--- src/core/ccrcm_pkg.sv ---
// package for the configuration memory crc monitor
package ccrcm_pkg;
  localparam int          CCRCM_ADDR_W     = 8;
  localparam int          CCRCM_DATA_W     = 32;
  localparam int          CCRCM_CRC_W      = 32;
  localparam int          CCRCM_WORDS      = 16;
  localparam int          CCRCM_IDX_W      = 4;
  localparam logic [31:0] CCRCM_CRC_POLY   = 32'h04c1_1db7;
  localparam logic [31:0] CCRCM_CRC_SEED   = 32'hffff_ffff;
  localparam logic [3:0]  CCRCM_IDX_LAST   = 4'hf;
  localparam int          CCRCM_CLK_MHZ    = 250;
  localparam int          CCRCM_RATE_STEPS = 16;
  localparam logic [3:0]  CCRCM_RATE_DFLT  = 4'h0;
  // register offsets (byte addresses)
  localparam logic [7:0] CCRCM_OFS_CTRL   = 8'h00;
  localparam logic [7:0] CCRCM_OFS_STAT   = 8'h04;
  localparam logic [7:0] CCRCM_OFS_IRQ_ST = 8'h08;
  localparam logic [7:0] CCRCM_OFS_IRQ_MK = 8'h0c;
  localparam logic [7:0] CCRCM_OFS_REF    = 8'h10;
  localparam logic [7:0] CCRCM_OFS_LAST   = 8'h14;
  // control field positions
  localparam int CCRCM_CTRL_EN   = 0;
  localparam int CCRCM_CTRL_HALT = 1;
  localparam int CCRCM_CTRL_RATE = 4;
  // interrupt bits: mismatch, pass done
  localparam int CCRCM_IRQ_W     = 2;
  localparam int CCRCM_IRQ_MIS   = 0;
  localparam int CCRCM_IRQ_DONE  = 1;
  typedef enum logic [1:0] {
    CCRCM_IDLE  = 2'b00,
    CCRCM_WAIT  = 2'b01,
    CCRCM_READ  = 2'b10,
    CCRCM_STOP  = 2'b11
  } ccrcm_state_t;
endpackage : ccrcm_pkg

--- src/core/ccrcm_top.sv ---
// configuration memory crc monitor top level
`timescale 1ns/100ps
`default_nettype none
module ccrcm_top
  import ccrcm_pkg::*;
(
  // clock and reset
  input  wire logic                              ref_clk_i,
  input  wire logic                              reset_i,
  // configuration state
  input  wire logic                              config_start_i,
  input  wire logic                              config_done_i,
  input  wire logic                              cfg_status_drive_low_i,
  // configuration memory readback
  output logic [ccrcm_pkg::CCRCM_IDX_W-1:0]      rb_index_o,
  input  wire logic [ccrcm_pkg::CCRCM_DATA_W-1:0] rb_data_i,
  // status pin, open drain
  input  wire logic                              status_pin_i,
  output logic                                   status_pin_o,
  output logic                                   status_pin_oe_o,
  // register port
  input  wire logic [ccrcm_pkg::CCRCM_ADDR_W-1:0] reg_addr_i,
  input  wire logic [ccrcm_pkg::CCRCM_DATA_W-1:0] reg_wdata_i,
  input  wire logic                              reg_wr_i,
  input  wire logic                              reg_rd_i,
  output logic [ccrcm_pkg::CCRCM_DATA_W-1:0]     reg_rdata_o,
  // interrupt
  output logic                                   irq_o
);
  import ccrcm_pkg::*;

  // rate table in MHz and divider in wait cycles before each read step
  localparam int RATE_MHZ [CCRCM_RATE_STEPS] = '{1, 3, 6, 7, 8, 10, 12,
    13, 17, 22, 25, 27, 33, 44, 50, 100};

  logic [15:0] rate_div [CCRCM_RATE_STEPS];
  genvar g;
  generate
    for (g = 0; g < CCRCM_RATE_STEPS; g++) begin : g_rate
      // wait cycles per step (step spacing is one more), rounded down, at least one
      assign rate_div[g] = 16'(CCRCM_CLK_MHZ / RATE_MHZ[g]);
    end
  endgenerate

  logic                    crc_enable_reg;
  logic                    halt_on_mismatch_reg;
  logic [3:0]              crc_check_rate_select_reg;
  logic [CCRCM_CRC_W-1:0]  ref_crc_reg;
  logic [CCRCM_CRC_W-1:0]  last_crc_reg;
  logic [CCRCM_IRQ_W-1:0]  irq_stat_reg;
  logic [CCRCM_IRQ_W-1:0]  irq_mask_reg;
  logic                    configured_reg;
  logic                    mismatch_reg;
  ccrcm_state_t            state_reg;
  logic [15:0]             div_cnt_reg;
  logic [CCRCM_IDX_W-1:0]  idx_reg;
  logic [CCRCM_CRC_W-1:0]  crc_reg;
  logic [CCRCM_CRC_W-1:0]  crc_next;
  logic                    pass_end;
  logic                    mis_evt;
  logic                    crc_mismatch_action_select;
  logic                    pin_sync1_reg;
  logic                    pin_sync2_reg;
  logic                    wr_ctrl;

  assign crc_mismatch_action_select = halt_on_mismatch_reg;
  assign wr_ctrl = reg_wr_i && (reg_addr_i == CCRCM_OFS_CTRL);

  // control registers written by software
  always_ff @(posedge ref_clk_i) begin
    if (reset_i) begin
      crc_enable_reg            <= 1'b0;
      halt_on_mismatch_reg      <= 1'b0;
      crc_check_rate_select_reg <= CCRCM_RATE_DFLT;
      ref_crc_reg               <= '0;
      irq_mask_reg              <= '0;
    end else if (reg_wr_i) begin
      if (reg_addr_i == CCRCM_OFS_CTRL) begin
        crc_enable_reg            <= reg_wdata_i[CCRCM_CTRL_EN];
        halt_on_mismatch_reg      <= reg_wdata_i[CCRCM_CTRL_HALT];
        crc_check_rate_select_reg <= reg_wdata_i[CCRCM_CTRL_RATE +: 4];
      end else if (reg_addr_i == CCRCM_OFS_IRQ_MK) begin
        irq_mask_reg <= reg_wdata_i[CCRCM_IRQ_W-1:0];
      end else if (reg_addr_i == CCRCM_OFS_REF) begin
        ref_crc_reg <= reg_wdata_i;
      end
    end
  end

  // configuration phase tracking
  always_ff @(posedge ref_clk_i) begin
    if (reset_i || config_start_i) begin
      configured_reg <= 1'b0;
    end else if (config_done_i) begin
      configured_reg <= 1'b1;
    end
  end

  // crc step over one readback word, msb first
  always_comb begin
    crc_next = crc_reg;
    for (int b = CCRCM_DATA_W - 1; b >= 0; b--) begin
      if (crc_next[CCRCM_CRC_W-1] ^ rb_data_i[b]) begin
        crc_next = {crc_next[CCRCM_CRC_W-2:0], 1'b0} ^ CCRCM_CRC_POLY;
      end else begin
        crc_next = {crc_next[CCRCM_CRC_W-2:0], 1'b0};
      end
    end
  end

  assign pass_end = (state_reg == CCRCM_READ) && (idx_reg == CCRCM_IDX_LAST);
  assign mis_evt  = pass_end && (crc_next != ref_crc_reg);

  // readback sequencer
  always_ff @(posedge ref_clk_i) begin
    if (reset_i || !configured_reg || !crc_enable_reg) begin
      state_reg   <= CCRCM_IDLE;
      div_cnt_reg <= '0;
      idx_reg     <= '0;
      crc_reg     <= CCRCM_CRC_SEED;
    end else begin
      case (state_reg)
        CCRCM_IDLE: begin
          state_reg   <= CCRCM_WAIT;
          div_cnt_reg <= rate_div[crc_check_rate_select_reg];
        end
        CCRCM_WAIT: begin
          if (div_cnt_reg <= 16'h0001) begin
            state_reg <= CCRCM_READ;
          end else begin
            div_cnt_reg <= div_cnt_reg - 16'h0001;
          end
        end
        CCRCM_READ: begin
          crc_reg     <= crc_next;
          idx_reg     <= idx_reg + 4'h1;
          div_cnt_reg <= rate_div[crc_check_rate_select_reg];
          state_reg   <= CCRCM_WAIT;
          if (pass_end) begin
            crc_reg <= CCRCM_CRC_SEED;
            if (mis_evt && crc_mismatch_action_select) begin
              state_reg <= CCRCM_STOP;
            end
          end
        end
        default: begin
          state_reg <= CCRCM_STOP;
        end
      endcase
    end
  end

  // result and sticky mismatch, cleared only by reset or reconfiguration
  always_ff @(posedge ref_clk_i) begin
    if (reset_i || config_start_i) begin
      mismatch_reg <= 1'b0;
      last_crc_reg <= '0;
    end else if (pass_end) begin
      last_crc_reg <= crc_next;
      if (mis_evt) begin
        mismatch_reg <= 1'b1;
      end
    end
  end

  // interrupt status, set wins over write-one-to-clear
  always_ff @(posedge ref_clk_i) begin
    if (reset_i) begin
      irq_stat_reg <= '0;
    end else begin
      for (int i = 0; i < CCRCM_IRQ_W; i++) begin
        if ((i == CCRCM_IRQ_MIS && mis_evt) ||
            (i == CCRCM_IRQ_DONE && pass_end)) begin
          irq_stat_reg[i] <= 1'b1;
        end else if (reg_wr_i && reg_addr_i == CCRCM_OFS_IRQ_ST &&
                     reg_wdata_i[i]) begin
          irq_stat_reg[i] <= 1'b0;
        end
      end
    end
  end

  assign irq_o = |(irq_stat_reg & irq_mask_reg);

  // status pin sampling for readback in status
  always_ff @(posedge ref_clk_i) begin
    if (reset_i) begin
      pin_sync1_reg <= 1'b1;
      pin_sync2_reg <= 1'b1;
    end else begin
      pin_sync1_reg <= status_pin_i;
      pin_sync2_reg <= pin_sync1_reg;
    end
  end

  // open drain status pin: config role before done, crc role after
  always_ff @(posedge ref_clk_i) begin
    if (reset_i) begin
      status_pin_o    <= 1'b0;
      status_pin_oe_o <= 1'b0;
    end else if (!configured_reg) begin
      status_pin_oe_o <= cfg_status_drive_low_i;
    end else begin
      status_pin_oe_o <= crc_enable_reg && mismatch_reg;
    end
  end

  assign rb_index_o = idx_reg;

  // register read, data one cycle after the strobe
  always_ff @(posedge ref_clk_i) begin
    if (reset_i) begin
      reg_rdata_o <= '0;
    end else if (reg_rd_i) begin
      if (reg_addr_i == CCRCM_OFS_CTRL) begin
        reg_rdata_o <= {24'h00_0000, crc_check_rate_select_reg, 2'b00,
                        halt_on_mismatch_reg, crc_enable_reg};
      end else if (reg_addr_i == CCRCM_OFS_STAT) begin
        reg_rdata_o <= {26'h000_0000, state_reg, pin_sync2_reg,
                        configured_reg, mismatch_reg, state_reg == CCRCM_STOP};
      end else if (reg_addr_i == CCRCM_OFS_IRQ_ST) begin
        reg_rdata_o <= {30'h0000_0000, irq_stat_reg};
      end else if (reg_addr_i == CCRCM_OFS_IRQ_MK) begin
        reg_rdata_o <= {30'h0000_0000, irq_mask_reg};
      end else if (reg_addr_i == CCRCM_OFS_REF) begin
        reg_rdata_o <= ref_crc_reg;
      end else if (reg_addr_i == CCRCM_OFS_LAST) begin
        reg_rdata_o <= last_crc_reg;
      end else begin
        reg_rdata_o <= '0;
      end
    end else begin
      reg_rdata_o <= '0;
    end
  end

  // checks
  property p_default_off;
    @(posedge ref_clk_i) $fell(reset_i) |-> !crc_enable_reg;
  endproperty
  a_default_off: assert property (p_default_off)
    else $error("checking not disabled after reset");

  property p_cfg_role;
    @(posedge ref_clk_i) disable iff (reset_i)
      !configured_reg |=> status_pin_oe_o == $past(cfg_status_drive_low_i);
  endproperty
  a_cfg_role: assert property (p_cfg_role)
    else $error("status pin left config role during configuration");

  property p_crc_role;
    @(posedge ref_clk_i) disable iff (reset_i)
      configured_reg && !crc_enable_reg && !config_start_i
      |=> !status_pin_oe_o;
  endproperty
  a_crc_role: assert property (p_crc_role)
    else $error("status pin driven with checking disabled");

  property p_mis_low;
    @(posedge ref_clk_i) disable iff (reset_i)
      mis_evt && crc_enable_reg && !config_start_i
      ##1 crc_enable_reg && !config_start_i
      |=> status_pin_oe_o && !status_pin_o;
  endproperty
  a_mis_low: assert property (p_mis_low)
    else $error("mismatch did not drive status pin low");

  property p_halt;
    @(posedge ref_clk_i) disable iff (reset_i)
      state_reg == CCRCM_STOP |=> $stable(idx_reg) && $stable(crc_reg);
  endproperty
  a_halt: assert property (p_halt)
    else $error("readback went on after halt");

  property p_continue;
    @(posedge ref_clk_i) disable iff (reset_i)
      mis_evt && !halt_on_mismatch_reg |=> state_reg == CCRCM_WAIT;
  endproperty
  a_continue: assert property (p_continue)
    else $error("checking stopped under continue action");

  property p_idle_off;
    @(posedge ref_clk_i) disable iff (reset_i)
      !crc_enable_reg |=> state_reg == CCRCM_IDLE;
  endproperty
  a_idle_off: assert property (p_idle_off)
    else $error("sequencer active while checking disabled");

  property p_rate;
    @(posedge ref_clk_i) disable iff (reset_i)
      state_reg == CCRCM_READ && !pass_end && crc_enable_reg
      && crc_check_rate_select_reg == 4'hf
      |=> state_reg == CCRCM_WAIT ##[1:3] state_reg != CCRCM_WAIT;
  endproperty
  a_rate: assert property (p_rate)
    else $error("fastest rate step too slow");

  property p_hold;
    @(posedge ref_clk_i) disable iff (reset_i)
      mismatch_reg && !config_start_i |=> mismatch_reg;
  endproperty
  a_hold: assert property (p_hold)
    else $error("mismatch released without reconfiguration");

  c_pass: cover property (@(posedge ref_clk_i) pass_end && !mis_evt);
  c_mis:  cover property (@(posedge ref_clk_i) mis_evt);
  c_stop: cover property (@(posedge ref_clk_i) state_reg == CCRCM_STOP);
endmodule : ccrcm_top
`default_nettype wire

--- config.mk ---
export PLATFORM = sky130hd
export DESIGN_NAME = ccrcm_top
export DESIGN_NICKNAME = d
export VERILOG_FILES = /design/src/core/ccrcm_pkg.sv /design/src/core/ccrcm_top.sv
export SDC_FILE = /design/constraint.sdc
export NUM_CORES = 1
export LEC_CHECK = 0
export BUFFER_PORTS_ARGS = -buffer_cell sky130_fd_sc_hd__buf_2
export CAP_MARGIN = 20
export CORE_ASPECT_RATIO = 0.7
export CORE_MARGIN = 2
export CORE_UTILIZATION = 39
export DETAILED_ROUTE_END_ITERATION = 16
export GPL_ROUTABILITY_DRIVEN = 1
export SYNTH_ARGS = -nofsm -noshare
export SYNTH_HDL_FRONTEND = slang
export SYNTH_SLANG_ARGS = --single-unit
--- constraint.sdc ---
create_clock -name ref_clk_i -period 7.2 [get_ports ref_clk_i]
set_input_delay 0.36 -clock ref_clk_i [delete_from_list [all_inputs] [get_ports ref_clk_i]]
set_output_delay 0.36 -clock ref_clk_i [all_outputs]
set_load 0.1 [all_outputs]
==> flow_summary.json, run 1 <==
{
  "status": "completed",
  "synth_seq_area_share_pct": 31.3,
  "critical_path_arrival_ns": 6.14,
  "yosysWarnings": 0,
  "dieArea_um2": 28400,
  "grt_max_degree": 66,
  "hold_buffers": 0,
  "dr.first_iter.drc_count": 618,
  "syn_nets": 1178,
  "dr.pass1.iters": 5,
  "place_congestion": 0.917,
  "synthCells": 1090,
  "finClkSkew_ns": 0.0167,
  "rr_worst_depth": 13,
  "hold_depth": 2,
  "synth_xor_area_share_pct": 38.4,
  "num_vias": 8099,
  "hold_viol": 0,
  "fin_crit_ns": 5.85,
  "clk_latency_ns": 0.44,
  "ys_top_cells_by_area": "dfxtp_1 31%, xnor2_1 16%, xnor3_1 12%, xor2_1 5.1%, nand2_1 4.4%",
  "synth_edf_count": 0,
  "antenna_found_initial": 0,
  "antenna_left": 0,
  "route.detailed.drc": 0,
  "seq_area_um2": 3300,
  "final_util_pct": 45.3,
  "end_kind": "flip-flop",
  "routed_via_density": 5.19,
  "syn_area_um2": 10600,
  "die_y_um": 142,
  "worstSetupPathType": "flip-flop to flip-flop",
  "cts_buffers": 17,
  "numClockSinks": 165,
  "drive_gt1_share_pct": 16.5,
  "yosys.area.top_type_share_pct": 31.3,
  "final_common_cell": "xnor2_1",
  "cts.clk_slew.worst_paths_ns": 0.07,
  "period_share_pct": 81.3,
  "cts_root_buf": "clkbuf_16",
  "htreeDepth": 4,
  "grt_pass1_wl_um": 49400,
  "grt_pass1_vias": 7722,
  "ys_ff_latch": 165,
  "antenna_cells": 0,
  "area_growth_pct": 14.6,
  "cts_resized": 0,
  "wl_per_cell_um": 20.7,
  "worst-slew-pin-transition_ns": 1.05,
  "synthAdderAreaFrac_pct": 0.947,
  "synth.distinct_cells": 57,
  "slew_violations": 0,
  "rsz0062_at_grt": "false",
  "start_util_pct": 39.6,
  "fillers": 2639,
  "critPathRequiredTime_ns": 7.49,
  "core_area_um2": 26700,
  "cp-start-kind": "flip-flop",
  "cap_violations": 0,
  "ctsLongestPathBuffers": 2,
  "synth-simple-area-share_pct": 13.2,
  "syn_area_per_cell_um2": 9.70,
  "ys.flop_type": "dfxtp_1",
  "hold_class": "input pin to flip-flop",
  "synth_top_family_by_area": "XOR/XNOR gates",
  "dp_hpwl_um": 25000,
  "synth_area_leader_cell": "dfxtp_1",
  "slew_headroom_pct": 29.5,
  "port_buffers": 117,
  "rows": 50,
  "max_clock_freq_mhz": 171,
  "layout.nets": 1275,
  "grtUsageTotal_pct": 23.3,
  "tns_ns": 0,
  "synth_compound_area_share_pct": 9.67,
  "io_pins": 119,
  "fp.dieW_um": 201,
  "path_max_fanout": 8,
  "layout_common_cells": "189 x xnor2_1, 165 x dfxtp_1, 124 x nand2_1, 117 x buf_2, 116 x nor2_1",
  "synth_mux_area_share_pct": 4.16,
  "multi_input_area_um2": 7030,
  "cts_tree": "yes",
  "totalWireLength_um": 32400,
  "async_flop_share_pct": 0,
  "setup_viol_count_final": 0,
  "overflow": 0,
  "post_cts_buffers": 0
}
[layer usage]
layer  share of wire [%]  global-route usage [%]  up-vias
li1                    -                       -     3909
met2                  39                    31.0      285
met5                   0                       0        -
met4                0.36                    4.02        0
met3                 7.9                    5.44       11
met1                  53                    37.5     3894
[metrics by stage]
stage | hold slack [ns] | cell area (um2) | setup WS (ns) | std cells
after floorplan | 0.389 | 10600 | 2.96 | 1090
after global placement | 0.398 | 11500 | 1.16 | 1530
after detailed placement | 0.416 | 11500 | 1.54 | 1531
after CTS | 0.0972 | 12100 | 1.62 | 1561
after global routing | 0.0961 | 12100 | 1.14 | 1562
final | 0.112 | 12100 | 1.35 | 1562
[logic make-up (layout without fill, tap and decap cells)]
| kind of cell | after synthesis | after routing |
|---|---|---|
| other | 1 | 1 |
| xor gates and xnor gates | 335 | 335 |
| and+or+nand+nor | 316 | 316 |
| muxes | 42 | 42 |
| DFF | 165 | 165 |
| buffers and inverters | 62 | 170 |
| adders and majority gates | 8 | 8 |
| AOI/OAI and AO/OA | 161 | 161 |
[worst paths after layout]
kind,to,slack [ns],from
max,mismatch_reg$_SDFFE_PP0P_,1.35,crc_reg[24]$_SDFFE_PP1P_
min,pin_sync1_reg$_SDFF_PP1_,0.11,status_pin_i
max reg2reg,mismatch_reg$_SDFFE_PP0P_,1.35,crc_reg[24]$_SDFFE_PP1P_
min reg2reg,pin_sync2_reg$_SDFF_PP1_,0.43,pin_sync1_reg$_SDFF_PP1_
[area by class of cell]
class / count / share of cell area [%]
clock buffers: 19 / 3.66
clock inverters: 11 / 1.25
inverters: 8 / 0.248
multi-input cells: 863 / 58.0
flip-flops and latches: 165 / 27.3
well taps: 364 / 3.76
repair buffers: 132 / 5.77
[Yosys cell counts, types with 3 or more instances]
cell type and count:
nand2_1 124, and3_1 4, nand3_1 7, inv_1 8, xnor2_1 189, buf_4 3, clkbuf_1 48, xor2_1 61
dfxtp_1 165, nor3b_1 5, or3_1 6, nand2b_1 4, xnor3_1 55, or2_2 8, xnor3_2 3, mux2_2 5
o211ai_1 33, xnor2_4 3, nor3_1 8, o21ai_0 14, xnor2_2 11, a211oi_1 22, nand3b_1 4, a31oi_1 4
nand4_1 7, or4_1 4, nor2_1 117, nor4_1 8, o311ai_0 4, a21oi_1 65, xor3_1 10, ha_1 8
mux2i_1 36, a22oi_1 4
[worst max-delay path, cell delays in order, from the launching register on]
cell,delay [ns]
dfxtp_1,0.36
xnor2_2,0.57
xnor2_1,0.33
xnor2_1,0.75
xnor3_1,0.63
xnor3_1,0.32
xnor2_1,0.58
buf_4,0.29
xnor2_1,0.14
nor3b_1,0.07
a2111oi_0,0.87
nand4_1,0.20
nor4_2,0.46
o31ai_1,0.12
Power of run 1 is not shown: default switching activity piles up to over one toggle a cycle in this logic, so the estimate is an artifact.
==> inputs of run 2 (changes only) <==
- clock period: 7.2 -> 6 ns (I/O delays scaled with it)
==> flow_summary.json, run 2 (synthesized netlist as in run 1, its figures left out) <==
{
  "area_growth_pct": 14.9,
  "setup_viol_count_final": 0,
  "fin_crit_ns": 5.57,
  "slew_headroom_pct": 29.4,
  "tns_ns": 0,
  "rsz0062_at_grt": "false",
  "status": "completed",
  "place_congestion": 0.971,
  "worst-slew-pin-transition_ns": 1.06,
  "period_share_pct": 92.8,
  "dp_hpwl_um": 25300,
  "dp_worst_setup_slack_ns": 0.00933,
  "rows": 50,
  "setup_ws_ns": 0.432,
  "cp-start-kind": "flip-flop",
  "cts_root_buf": "clkbuf_16",
  "layout_common_cells": "189 x xnor2_1, 165 x dfxtp_1, 124 x nand2_1, 118 x buf_2, 116 x nor2_1",
  "cts_buffers": 17,
  "cts.clk_slew.worst_paths_ns": 0.07,
  "htreeDepth": 4,
  "place_area_um2": 11500,
  "dpl.cell_count": 1531,
  "port_buffers": 117,
  "numClockSinks": 165,
  "layout.nets": 1276,
  "grtUsageTotal_pct": 23.3,
  "grt_pass1_wl_um": 48800,
  "dieArea_um2": 28400,
  "stdcell_count": 1565,
  "hold_buffers": 0,
  "critPathRequiredTime_ns": 6.29,
  "cap_violations": 0,
  "io_pins": 119,
  "dr.pass1.iters": 5,
  "finClkSkew_ns": 0.0184,
  "final_common_cell": "xnor2_1",
  "core_area_um2": 26700,
  "design_area_um2": 12100,
  "totalWireLength_um": 32500,
  "routed_via_density": 5.13,
  "worstSetupPathType": "flip-flop to flip-flop",
  "drive_gt1_share_pct": 16.8,
  "max_clock_freq_mhz": 180,
  "cts_resized": 0,
  "hold_viol": 0,
  "ctsLongestPathBuffers": 2,
  "grt_max_degree": 66,
  "post_cts_buffers": 0,
  "cts_tree": "yes",
  "end_kind": "flip-flop",
  "antenna_found_initial": 0,
  "path_max_fanout": 7,
  "overflow": 0,
  "start_util_pct": 39.6,
  "fp.dieW_um": 201,
  "num_vias": 8025,
  "clk_latency_ns": 0.44,
  "grt_pass1_vias": 7564,
  "slew_violations": 0,
  "critical_path_arrival_ns": 5.86,
  "antenna_left": 0,
  "hold_class": "input pin to flip-flop",
  "die_y_um": 142,
  "route.detailed.drc": 0,
  "wl_per_cell_um": 20.8,
  "antenna_cells": 0,
  "dr.first_iter.drc_count": 767
}
-- run 2: final timing paths --
check	start	to	slack, ns	cells after the start
worst max-delay path	crc_reg[28]$_SDFFE_PP1P_	mismatch_reg$_SDFFE_PP0P_	0.43	13
worst max register to register	crc_reg[28]$_SDFFE_PP1P_	mismatch_reg$_SDFFE_PP0P_	0.43	13
worst min-delay path	status_pin_i	pin_sync1_reg$_SDFF_PP1_	0.06	2
worst min register to register	pin_sync1_reg$_SDFF_PP1_	pin_sync2_reg$_SDFF_PP1_	0.41	1
-- run 2: metrics by stage --
| stage | hold WS [ns] | utilization [%] |
|---|---|---|
| after floorplan | 0.389 | - |
| after global placement | 0.399 | 43.1 |
| after detailed placement | 0.401 | 43.1 |
| after CTS | 0.0442 | 45.4 |
| after global routing | 0.0561 | 45.5 |
| final | 0.0629 | 45.5 |
-- run 2: layout make-up --
cell class,instances,area [um2]
fill,2561,14600
sequential,165,3300
timing repair buffer,133,701
clock inverter,13,170
multi-input combinational,863,7030
tap,364,455
clock buffer,19,453
inverter,8,30.0
-- run 2: routing by layer --
layer	up-vias	global-route usage, %	routed length [um]
met1	3794	37.0	16800
met2	308	31.1	12500
met5	-	0	0
li1	3906	-	-
met3	17	5.79	3000
met4	0	4.33	239
-- run 2: critical path, stage by stage (launching register included) --
cell and delay (ns):
dfxtp_1 0.38, xor2_1 0.44, xnor3_1 0.67, xnor2_2 0.28
xnor3_1 0.52, xnor2_2 0.56, xnor2_1 0.29, xnor2_1 0.77
xnor2_1 0.18, a2111oi_0 0.43, clkbuf_2 0.22, o2111ai_1 0.16
nor4_2 0.40, o31ai_1 0.12
Power of run 2 is left out for the same reason.
